`src/include/phy_ctrl_params.svh`:
```
// Named constants for the per-port PHY basic control register block.
`ifndef PHY_CTRL_PARAMS_SVH
`define PHY_CTRL_PARAMS_SVH

// Register geometry.
`define CTRL_WIDTH        16
`define NUM_PORTS         5
`define PORT_ADDR_FIRST   5'h01
`define MIIM_REG_CTRL     5'h00

// Bit positions inside the control word.
`define BIT_SOFT_RESET    15
`define BIT_LOOPBACK      14
`define BIT_SPEED_100     13
`define BIT_AUTONEG_EN    12
`define BIT_POWER_DOWN    11
`define BIT_ISOLATE       10
`define BIT_AUTONEG_RST   9
`define BIT_FULL_DUPLEX   8
`define BIT_ALT_XOVER     5
`define BIT_FORCE_MDI     4
`define BIT_XOVER_DIS     3
`define BIT_FEF_DIS       2

// Reset value, writable bits and bits this block returns on a read.
`define CTRL_RESET_VALUE  16'h3120
`define CTRL_WRITABLE     16'hff3c
`define CTRL_READ_MASK    16'hff3c
`define MASK_ALL          16'hffff
`define MASK_HIGH_BYTE    16'hff00
`define MASK_LOW_BYTE     16'h00ff
`define DATA_ZERO         16'h0000
`define BYTE_ZERO         8'h00

// Byte-wide access path: port n answers where the high nibble of the address is n.
`define SPI_REG_IDX       3'h6

// Soft reset length.
`define CLK_PERIOD_NS     100
`define SOFT_RESET_NS     500
`define SOFT_RESET_CYCLES ((`SOFT_RESET_NS + `CLK_PERIOD_NS - 1) / `CLK_PERIOD_NS)
`define TIMER_WIDTH       4
`define TIMER_ZERO        4'h0
`define TIMER_ONE         4'h1

`endif

```
`src/include/phy_ctrl_pkg.sv`:
```
// Types shared by the PHY basic control register modules.
package phy_ctrl_pkg;

  // One-hot states of the per-port soft reset sequencer.
  typedef enum logic [1:0] {
    SR_IDLE = 2'b01,
    SR_BUSY = 2'b10
  } soft_reset_state_type;

  // Sixteen-bit control word.
  typedef logic [15:0] ctrl_word_type;

endpackage

```
`src/include/phy_ctrl_if.sv`:
```
// Carrier between the register front end and one port's control register.
`timescale 1ns/1ns
interface phy_ctrl_if;
  import phy_ctrl_pkg::*;

  logic          wr_en;
  ctrl_word_type wmask;
  ctrl_word_type wdata;
  ctrl_word_type ctrl;
  logic          restart_pulse;
  logic          forced_mode;

  modport front_side (
    output wr_en,
    output wmask,
    output wdata,
    input  ctrl,
    input  restart_pulse,
    input  forced_mode
  );

  modport port_side (
    input  wr_en,
    input  wmask,
    input  wdata,
    output ctrl,
    output restart_pulse,
    output forced_mode
  );
endinterface

```
`src/rtl/phy_basic_control_register.sv`:
```
// Front end and per-port control outputs of the PHY basic control register.
`timescale 1ns/1ns
`include "phy_ctrl_params.svh"

// Behaviour
// - Writing one to bit 15 resets the PHY; bit self-clears, reads zero after reset.
// - Loopback bit loops monitor-port frames back at this port's MAC/PHY interface.
// - Loopback bit at addresses 3, 4, 5 loops back ports 3, 4, 5.
// - Forced speed bit selects 100 Mbps when one, 10 Mbps when zero; resets one.
// - Auto-negotiation enable bit turns negotiation on when one; resets to one.
// - Power down bit powers the PHY down; zero is normal; resets zero.
// - Isolate bit isolates the PHY from its transmit pair; resets zero.
// - Writing one to the restart bit restarts auto-negotiation; resets zero.
// - Forced duplex bit selects full duplex when one, half when zero; resets one.
// - Crossover algorithm bit picks alternate algorithm when one; resets to one.
// - With auto crossover off, force MDI bit picks MDI or MDIX; resets zero.
// - Crossover disable bit turns automatic MDI/MDIX detection off; resets zero.
// - Far-end-fault disable bit turns far-end-fault detection off; resets zero.
// - The same register is also reachable over the byte-wide serial path.
module phy_basic_control_register (
  // Clock and reset.
  input  wire logic                       mclk,
  input  wire logic                       rst_b,
  // Management serial access, one word per request.
  input  wire logic                       miim_wr,
  input  wire logic                       miim_rd,
  input  wire logic [4:0]                 miim_phyad,
  input  wire logic [4:0]                 miim_regad,
  input  wire phy_ctrl_pkg::ctrl_word_type miim_wdata,
  output      phy_ctrl_pkg::ctrl_word_type miim_rdata,
  output      logic                       miim_ack,
  output      logic                       miim_hit,
  // Byte-wide serial access.
  input  wire logic                       spi_wr,
  input  wire logic                       spi_rd,
  input  wire logic [7:0]                 spi_addr,
  input  wire logic [7:0]                 spi_wdata,
  output      logic [7:0]                 spi_rdata,
  output      logic                       spi_ack,
  output      logic                       spi_hit,
  // Per-port controls to the PHY and MAC, bit 0 is port 1.
  output      logic [`NUM_PORTS-1:0]      phy_soft_reset,
  output      logic [`NUM_PORTS-1:0]      mac_loopback,
  output      logic [`NUM_PORTS-1:0]      speed_100,
  output      logic [`NUM_PORTS-1:0]      autoneg_enable,
  output      logic [`NUM_PORTS-1:0]      power_down,
  output      logic [`NUM_PORTS-1:0]      phy_isolate,
  output      logic [`NUM_PORTS-1:0]      autoneg_restart,
  output      logic [`NUM_PORTS-1:0]      full_duplex,
  output      logic [`NUM_PORTS-1:0]      alt_crossover_algorithm_select,
  output      logic [`NUM_PORTS-1:0]      force_mdi,
  output      logic [`NUM_PORTS-1:0]      crossover_disable,
  output      logic [`NUM_PORTS-1:0]      far_end_fault_disable,
  output      logic [`NUM_PORTS-1:0]      forced_link_mode
);
  import phy_ctrl_pkg::*;

  logic                   rst_meta_b;
  logic                   rst_sync_b;
  logic                   miim_active;
  logic                   spi_active;
  logic                   spi_taken;
  logic [`NUM_PORTS-1:0]  miim_sel;
  logic [`NUM_PORTS-1:0]  spi_sel;
  ctrl_word_type          ctrl_word [`NUM_PORTS];
  ctrl_word_type          miim_read_word;
  ctrl_word_type          spi_read_word;
  ctrl_word_type          spi_wmask;
  ctrl_word_type          next_miim_rdata;
  logic [7:0]             next_spi_rdata;
  logic                   next_miim_ack;
  logic                   next_miim_hit;
  logic                   next_spi_ack;
  logic                   next_spi_hit;

  // Reset is asserted at once but released two clocks late so every flop leaves reset on one edge.
  always_ff @(posedge mclk or negedge rst_b) begin
    if (!rst_b) begin
      rst_meta_b <= 1'b0;
      rst_sync_b <= 1'b0;
    end else begin
      rst_meta_b <= 1'b1;
      rst_sync_b <= rst_meta_b;
    end
  end

  // A word access wins a same-cycle collision; the byte access is refused and gets no ack.
  assign miim_active = miim_wr | miim_rd;
  assign spi_active  = spi_wr | spi_rd;
  assign spi_taken   = spi_active & ~miim_active;

  // The odd byte address carries the low half of the word, the even one the high half.
  assign spi_wmask = spi_addr[0] ? `MASK_LOW_BYTE : `MASK_HIGH_BYTE;

  // One register instance per port, each with its own decode.
  for (genvar i = 0; i < `NUM_PORTS; i++) begin : port_gen
    phy_ctrl_if port_bus ();

    // Port i answers at management address i+1, so ports 1 to 5 sit at addresses 1 to 5.
    assign miim_sel[i] = miim_active
                         && (miim_phyad == `PORT_ADDR_FIRST + 5'(i))
                         && (miim_regad == `MIIM_REG_CTRL);
    assign spi_sel[i]  = spi_taken
                         && (spi_addr[7:4] == 4'(i + 1))
                         && (spi_addr[3:1] == `SPI_REG_IDX);

    // Write strobe, mask and data for this port.
    assign port_bus.wr_en = (miim_sel[i] & miim_wr) | (spi_sel[i] & spi_wr);
    assign port_bus.wmask = miim_sel[i] ? `MASK_ALL : spi_wmask;
    assign port_bus.wdata = miim_sel[i] ? miim_wdata : {spi_wdata, spi_wdata};

    phy_port_ctrl port_ctrl (
      .mclk       (mclk),
      .rst_sync_b (rst_sync_b),
      .bus        (port_bus.port_side)
    );

    // Every control output except autoneg_restart and forced_link_mode is a bit of the port's register flops, with no logic between.
    assign ctrl_word[i]                      = port_bus.ctrl;
    assign phy_soft_reset[i]                 = port_bus.ctrl[`BIT_SOFT_RESET];
    assign mac_loopback[i]                   = port_bus.ctrl[`BIT_LOOPBACK];
    assign speed_100[i]                      = port_bus.ctrl[`BIT_SPEED_100];
    assign autoneg_enable[i]                 = port_bus.ctrl[`BIT_AUTONEG_EN];
    assign power_down[i]                     = port_bus.ctrl[`BIT_POWER_DOWN];
    assign phy_isolate[i]                    = port_bus.ctrl[`BIT_ISOLATE];
    assign autoneg_restart[i]                = port_bus.restart_pulse;
    assign full_duplex[i]                    = port_bus.ctrl[`BIT_FULL_DUPLEX];
    assign alt_crossover_algorithm_select[i] = port_bus.ctrl[`BIT_ALT_XOVER];
    assign force_mdi[i]                      = port_bus.ctrl[`BIT_FORCE_MDI];
    assign crossover_disable[i]              = port_bus.ctrl[`BIT_XOVER_DIS];
    assign far_end_fault_disable[i]          = port_bus.ctrl[`BIT_FEF_DIS];
    // Speed and duplex apply only while this is high; the PHY ignores them otherwise.
    assign forced_link_mode[i]               = port_bus.forced_mode;
  end

  // Read multiplexers; reserved bits and bits owned elsewhere return zero.
  always_comb begin
    miim_read_word = `DATA_ZERO;
    spi_read_word  = `DATA_ZERO;
    for (int p = 0; p < `NUM_PORTS; p++) begin
      if (miim_sel[p]) begin
        miim_read_word = ctrl_word[p] & `CTRL_READ_MASK;
      end
      if (spi_sel[p]) begin
        spi_read_word = ctrl_word[p] & `CTRL_READ_MASK;
      end
    end
  end

  // Next answer values; a read that misses returns zero with the hit flag low.
  always_comb begin
    next_miim_ack   = miim_active;
    next_miim_hit   = |miim_sel;
    next_miim_rdata = miim_rd ? miim_read_word : `DATA_ZERO;
    next_spi_ack    = spi_taken;
    next_spi_hit    = |spi_sel;
    next_spi_rdata  = `BYTE_ZERO;
    if (spi_rd && spi_taken) begin
      next_spi_rdata = spi_addr[0] ? spi_read_word[7:0] : spi_read_word[15:8];
    end
  end

  // Answer registers; each stands for one cycle after the request edge.
  always_ff @(posedge mclk or negedge rst_sync_b) begin
    if (!rst_sync_b) begin
      miim_ack   <= 1'b0;
      miim_hit   <= 1'b0;
      miim_rdata <= `DATA_ZERO;
      spi_ack    <= 1'b0;
      spi_hit    <= 1'b0;
      spi_rdata  <= `BYTE_ZERO;
    end else begin
      miim_ack   <= next_miim_ack;
      miim_hit   <= next_miim_hit;
      miim_rdata <= next_miim_rdata;
      spi_ack    <= next_spi_ack;
      spi_hit    <= next_spi_hit;
      spi_rdata  <= next_spi_rdata;
    end
  end
endmodule

```
`src/rtl/phy_port_ctrl.sv`:
```
// One port's control register with its self-clearing soft reset sequencer.
`timescale 1ns/1ns
`include "phy_ctrl_params.svh"
module phy_port_ctrl (
  // Clock and synchronised reset.
  input wire logic     mclk,
  input wire logic     rst_sync_b,
  // Access from the register front end.
  phy_ctrl_if.port_side bus
);
  import phy_ctrl_pkg::*;

  soft_reset_state_type        state;
  soft_reset_state_type        next_state;
  ctrl_word_type               ctrl;
  ctrl_word_type               next_ctrl;
  logic [`TIMER_WIDTH-1:0]     timer;
  logic [`TIMER_WIDTH-1:0]     next_timer;
  logic                        restart_pulse;
  logic                        next_restart_pulse;
  logic                        forced_mode;
  logic                        next_forced_mode;

  // Next-state logic; writes are merged under the byte mask so a byte-wide access keeps the other half.
  always_comb begin
    next_state         = state;
    next_ctrl          = ctrl;
    next_timer         = timer;
    next_restart_pulse = 1'b0;
    unique case (state)
      SR_IDLE: begin
        if (bus.wr_en) begin
          next_ctrl = (ctrl & ~bus.wmask) | (bus.wdata & bus.wmask & `CTRL_WRITABLE);
          if (bus.wmask[`BIT_SOFT_RESET] && bus.wdata[`BIT_SOFT_RESET]) begin
            next_state = SR_BUSY;
            next_timer = `TIMER_WIDTH'(`SOFT_RESET_CYCLES - 1);
          end
          if (bus.wmask[`BIT_AUTONEG_RST] && bus.wdata[`BIT_AUTONEG_RST]) begin
            next_restart_pulse = 1'b1;
          end
        end
      end
      SR_BUSY: begin
        // Writes are dropped while the PHY is in reset; the word returns to defaults at the end.
        if (timer == `TIMER_ZERO) begin
          next_state = SR_IDLE;
          next_ctrl  = `CTRL_RESET_VALUE;
        end else begin
          next_timer = timer - `TIMER_ONE;
        end
      end
    endcase
    next_forced_mode = ~next_ctrl[`BIT_AUTONEG_EN];
  end

  // State registers; the reset value selects 100 Mbps, full duplex, negotiation on.
  always_ff @(posedge mclk or negedge rst_sync_b) begin
    if (!rst_sync_b) begin
      state         <= SR_IDLE;
      ctrl          <= `CTRL_RESET_VALUE;
      timer         <= `TIMER_ZERO;
      restart_pulse <= 1'b0;
      forced_mode   <= 1'b0;
    end else begin
      state         <= next_state;
      ctrl          <= next_ctrl;
      timer         <= next_timer;
      restart_pulse <= next_restart_pulse;
      forced_mode   <= next_forced_mode;
    end
  end

  assign bus.ctrl          = ctrl;
  assign bus.restart_pulse = restart_pulse;
  assign bus.forced_mode   = forced_mode;
endmodule

```
`config.mk`:
```
export PLATFORM = sky130hd
export DESIGN_NAME = phy_basic_control_register
export DESIGN_NICKNAME = d
export VERILOG_FILES = /design/src/include/phy_ctrl_pkg.sv /design/src/include/phy_ctrl_if.sv /design/src/rtl/phy_basic_control_register.sv /design/src/rtl/phy_port_ctrl.sv
export VERILOG_INCLUDE_DIRS = /design/src /design/src/include
export SDC_FILE = /design/constraint.sdc
export NUM_CORES = 1
export LEC_CHECK = 0
export BUFFER_PORTS_ARGS = -buffer_cell sky130_fd_sc_hd__buf_2
export CAP_MARGIN = 20
export CORE_MARGIN = 1
export CORE_UTILIZATION = 45
export DETAILED_ROUTE_END_ITERATION = 16
export PLACE_DENSITY = 0.64
export SLEW_MARGIN = 30
export SYNTH_ARGS = -nofsm -noshare
export SYNTH_HDL_FRONTEND = slang
export SYNTH_SLANG_ARGS = --single-unit
```
`constraint.sdc`:
```
create_clock -name mclk -period 5.1 [get_ports mclk]
set_clock_uncertainty 0.1 [all_clocks]
set_input_delay 0.255 -clock mclk [delete_from_list [all_inputs] [get_ports mclk]]
set_output_delay 0.255 -clock mclk [all_outputs]
set_load 0.05 [all_outputs]
```
# [After elaboration in Yosys (flattened, before gate mapping)]
# Index checks and enable logic that the tools add are counted.
[word_totals] elab_cells=276 ff_bits=150 output_inout_bits=93 inputBits=48
[op_classes] eq_ne=41 n_bitwise=44 n_addsub=5 reduce_logical=54 muxes=94
[op_table] operator="$mux 16" n=32
[op_table] operator="$and 16x16->16" n=10
[op_table] operator="$pmux 16 s2" n=5
[op_table] operator="$not 16->16" n=5
[op_table] operator="$or 16x16->16" n=5
[op_table] operator="$mux 4" n=15
[op_table] operator="$pmux 4 s2" n=5
[op_table] operator="$logic_and 1x1->1" n=31
[op_table] operator="$mux 2" n=15
[op_table] operator="$reduce_and 3->1" n=10
[op_table] operator="$logic_not 4->1" n=5
[op_table] operator="$ne 2x1->1 const B" n=10
[op_table] operator="$ne 2x2->1 const B" n=10
[op_table] operator="$pmux 2 s2" n=5
[op_table] operator="$sub 4x1->4 const B" n=5
[op_table] operator="$mux 8" n=2
[op_table] operator="$mux 1" n=15
[op_table] operator="$and 1x1->1" n=11
[op_table] operator="$eq 2x1->1 const B" n=5
[op_table] operator="$eq 2x2->1 const B" n=5
[op_table] operator="$eq 5x2->1 const B" n=2
[op_table] operator="$eq 5x3->1 const B" n=2
[op_table] operator="$reduce_and 2->1" n=5
[op_table] operator="$reduce_or 5->1" n=2
[op_table] operator="8 further kinds" n=21

# [Logic depth before layout (Yosys ltp)]
[logic_depth] word_depth=12 ltp_mapped=9 ltp_nobuf=8

# [Hierarchy]
# From an unflattened synthesis, not the netlist that was laid out.
[hier_totals] cells_unflattened=914 area_unflattened_um2=8757.1
[modules_own_cells] module="phy_port_ctrl" instances=5 area_each_um2=1077.3 cells_per_inst=103
[modules_own_cells] module="phy_basic_control_register" instances=1 area_each_um2=3370.7 cells_per_inst=399

# [Least setup slack after synthesis]
# OpenSTA, ideal clock, no wires.
[synth_path] path_type="reg-to-reg" from="register port_gen[3].port_ctrl.timer[0]" to="register port_gen[3].port_ctrl.ctrl[5]" required_time_ns=4.917 setup_ns=0.083 stages_incl_launch_ff=7 path_buffers=0 synth_period_minus_slack_ns=1.945 arrival_ns=1.761 path_slack_ns=3.155 cell_sequence="dfrtp_1 inv_1 ha_1 nor3b_1 o22ai_1 a21o_1 a221o_1"
[synth_via] elab_chain_cells=3
[synth_lines] item="start: declaration" line="phy_port_ctrl.sv:17" source="logic [`TIMER_WIDTH-1:0] timer;"
[synth_lines] item="start signal: assignment" line="phy_port_ctrl.sv:61" source="timer <= `TIMER_ZERO;"
[synth_lines] item="start signal: assignment" line="phy_port_ctrl.sv:67" source="timer <= next_timer;"
[synth_lines] item="$logic_not 4->1 (no source line)"
[synth_lines] item="$ne 2x1->1 (no source line)"
[synth_lines] item="$reduce_and 2->1 (no source line)"
[synth_lines] item="end signal: assignment" line="phy_port_ctrl.sv:60" source="ctrl <= `CTRL_RESET_VALUE;"
[synth_lines] item="end signal: assignment" line="phy_port_ctrl.sv:66" source="ctrl <= next_ctrl;"
[synth_lines] item="end: declaration" line="phy_port_ctrl.sv:15" source="ctrl_word_type ctrl;"
# Every way passes these cells.
# A chain may end at the register's enable or synchronous reset.

# [Final worst setup path]
[layout_path] from="input miim_phyad[3]" to="register port_gen[1].port_ctrl.timer[2]"
[layout_via] elab_chain_cells=7 word_cells_on_any_way=11 cone_classes="3 x eq/ne; 2 x mux; 2 x bitwise; 4 x reduce/logical"
[layout_lines] item="start: declaration" line="phy_basic_control_register.sv:27" source="input wire logic [4:0] miim_phyad,"
[layout_lines] item="$eq 5x2->1 (*)" line="phy_basic_control_register.sv:101" source="&& (miim_phyad == `PORT_ADDR_FIRST + 5'(i))"
[layout_lines] item="$logic_and 1x1->1 (*) (2 in series)" line="phy_basic_control_register.sv:100" source="assign miim_sel[i] = miim_active"
[layout_lines] item="$and 1x1->1 (tied with other cells)" line="phy_basic_control_register.sv:108" source="assign port_bus.wr_en = (miim_sel[i] & miim_wr) | (spi_sel[i] & spi_wr);"
[layout_lines] item="$or 1x1->1 or $logic_and 1x1->1 (tied branches)" line="phy_basic_control_register.sv:108, phy_port_ctrl.sv:34"
[layout_lines] item="$ne 2x2->1 (no source line) or $ne 2x1->1 (tied branches)"
[layout_lines] item="$reduce_and 3->1 (no source line) (*)"
[layout_lines] item="end signal: assignment" line="phy_port_ctrl.sv:61"
[layout_lines] item="end signal: assignment" line="phy_port_ctrl.sv:67"
[layout_lines] item="end: declaration" line="phy_port_ctrl.sv:17"
# Mark *: on every way between the ends. The rest lies on a longest branch, timed or not.

==> qor.txt <==
Relative contribution of sequential cells to total power: 33.6%
Number of levels in the clock H-tree: 4
Synthesized netlist cell count: 874
Number of buffers created by CTS: 17
Die Ht: 133 um
Synth async-reset ratio: 100%
Internal power component: 2.82 mW
Number of register bits inferred by synthesis: 126
Area Growth Syn to Fin: 12.6%
Clock-pin slew of the registers on the worst-case setup and hold paths: 0.05 ns
Type of the worst setup path: primary input to flip-flop
Post-route worst setup slack: 2.57 ns
Setup total negative slack: 0 ns
Global-route usage over all layers: 31.0%
Area used by multi-input combinational logic: 3830 um2
Critical path startpoint category: primary input
Largest buffer count on any clock path: 2
Number of DRC violations after detailed routing: 0
Netlist area before placement: 7780 um2
Final wirelength: 26.8 mm
Layout cell share with drive strength beyond 1: 24.3%
Share of the synthesized area in the top cell type: 32.5%
Number of hold violations in the final report: 0
DRT iter0 DRCs: 899
Skew-Pair Late Insertion Delay: 0.43 ns
Number of synthesized flops with an enable pin: 0
Overall die area: 17,800 um2
Leakage power total: 3.94 nW
Achievable Freq: 395 MHz
Critical Path End Type: flip-flop
Worst min-delay path category: primary input to async pin
Total inserted antenna cells: 0
Post-Layout Inst Area: 8760 um2
Pin count of the biggest net entering global routing: 75
Cell types with the largest area share after synthesis: dfrtp_1 32%, dfstp_2 8.4%, buf_4 6.7%
Top-Level Pins: 141
Dominant cell by count in the synthesized netlist: nor2_1
Launching element of the worst setup path: miim_phyad[3]
Final critical delay including setup and external delays: 2.53 ns
Placement-stage cell area: 8080 um2
Routed wire per std cell: 23.1 um
Grt ovf: 0
Proportion of power drawn by combinational gates: 40.0%
Fraction of power spent switching nets: 43.1%
X dimension of the die: 133 um
First drt pass iteration count: 6
Fraction of power consumed by the clock network: 26.4%
Worst slew margin relative to its limit: 36.5%
Sum of net half-perimeters after detailed placement: 19.9 mm
Crit path arrival time: 2.75 ns
Number of different library cells in the post-synthesis netlist: 74
Number of antenna violations at the first check in global routing: 1
Finished Core Util: 52.3%
Most frequently used flop master after synthesis: dfrtp_1
Maximum resistive drop on vdd: 0.390 mV
Starting Density: 46.4%
R2r startpoint: port_gen[2].port_ctrl.timer[1]
Yosys warning total: 0
Core Region: 16,800 um2
Number of maximum-capacitance violations: 0
Slew Viols, Final: 0
Quantity of I/O buffers inserted on ports: 132
Share of the cycle needed by the critical path after routing: 49.6%
Setup slack at placement: 2.19 ns
Total area of sequential cells: 3190 um2
CTS tree: done
Net switching power: 2.14 mW
Biggest area consumer among synthesized cells: dfrtp_1
RSZ-0062 raised after global routing: no
Root buffer cell: clkbuf_16
Most frequent cells after synthesis: 111 x nor2_1, 101 x dfrtp_1, 69 x buf_4
CP Data Required Time: 5.32 ns
Via density per instance: 6.23
Transition at the pin with the smallest max-transition slack: 0.949 ns
Run status: completed
Total Power Consumption: 4.96 mW
DR vias: 7,233
Count of filler cells inserted in the layout: 1,551
Number of sinks handled by clock tree synthesis: 126
Seq/Total Area, Yosys: 40.9%
Number of nets with antenna violations after detailed routing: 0
Via count of the first global-routing pass: 6,520
Number of failing setup endpoints in the final timing report: 0
Power density over cell area: 566 nW/um2
Nets@finish: 981
CP max FO: 25
Avg Inst Size Synth: 8.90 um2
Resized cells post-CTS: 0
Final Wtd Congestion: 0.995
First-pass GRT wire length: 40.3 mm
Total number of placement rows: 47
flip-flops by register name, indices dropped and copies added (netlist names):
name,count
miim_ack,1
spi_rdata,8
port_gen.port_ctrl.bus.forced_mode,5
rst_meta_b,1
port_gen.port_ctrl.bus.restart_pulse,5
port_gen.port_ctrl.bus.ctrl,60
port_gen.port_ctrl.state,10
port_gen.port_ctrl.timer,20
miim_rdata,12
rst_sync_b,1
spi_hit,1
miim_hit,1
spi_ack,1
cells by family (layout without fill, tap and decap cells):
| kind of cell | count (synthesis) | count (layout) | synth area share [%] |
|---|---|---|---|
| compound gates | 306 | 306 | 28.3 |
| simple gates | 285 | 285 | 17.7 |
| buf+inv | 134 | 198 | 10.1 |
| flops | 126 | 126 | 40.9 |
| mux | 14 | 14 | 1.91 |
| fa+ha+maj | 5 | 5 | 0.804 |
| other cells | 2 | 5 | 0.0965 |
| xor+xnor | 2 | 2 | 0.225 |
power groups by stage:
stage / clock [mW] / combinational [mW] / sequential (mW)
final: 1.31 / 1.98 / 1.67
after global routing: 1.36 / 2.15 / 1.69
after CTS: 1.32 / 1.95 / 1.66
after detailed placement: 0 / 1.94 / 1.67
after global placement: 0 / 1.92 / 1.67
after floorplan: 0 / 1.73 / 1.53
through the flow:
| step | hold slack, ns | std cells |
|---|---|---|
| floorplan | -0.141 | 877 |
| global placement | -0.0595 | 1127 |
| detailed placement | -0.0582 | 1127 |
| CTS | 0.0270 | 1160 |
| global route | 0.0300 | 1161 |
| finish | 0.0351 | 1161 |
final cells by class:
type,instances,share of cell area (%)
Multi-Input combinational cell,617,43.7
Sequential cell,126,36.4
Timing Repair Buffer,138,8.31
Clock buffer,22,5.41
Tap cell,220,3.14
Clock inverter,10,1.83
Inverter,28,1.20
routing by layer:
layer	up-vias	global-route usage, %	routed length [um]
met1	3451	43.7	11400
met4	0	15.6	1190
li1	3254	-	-
met2	456	43.8	11200
met5	-	0	0
met3	72	7.72	3070
final timing paths:
path,to,slack (ns),cells after the start
setup reg to reg,port_gen[2].port_ctrl.bus.ctrl[14],2.74,7
max in group asynchronous,port_gen[1].port_ctrl.bus.ctrl[11],3.82,1
min in group mclk,spi_hit,0.04,2
setup / recovery,port_gen[1].port_ctrl.timer[2],2.57,7
hold / removal,rst_meta_b,0.04,2
hold reg to reg,port_gen[3].port_ctrl.bus.forced_mode,0.13,0
what timing repair did:
item | in CTS | in global routing
setup buffers | 0 | 0
endpoints found under the hold margin | 2 | 0
hold buffers | 1 | 0
setup endpoints to repair | 0 | 0
worst max-delay path: stages:
cell	delay [ns]
buf_2	0.09
nor2_1	0.37
and3_1	0.29
nand3_1	0.68
a21oi_1	0.64
o21bai_2	0.18
a22o_1	0.23
placed cells by master, fill, tap and decap left out, types with 26 or more instances in the layout:
cell / count
dfrtp_1: 100
o22a_1: 31
nand2_1: 66
inv_1: 26
nor2_1: 109
nor3_1: 27
a21oi_1: 62
buf_2: 132
a211oi_1: 35
o21ai_0: 34
Power figures use the tool's default switching activity.
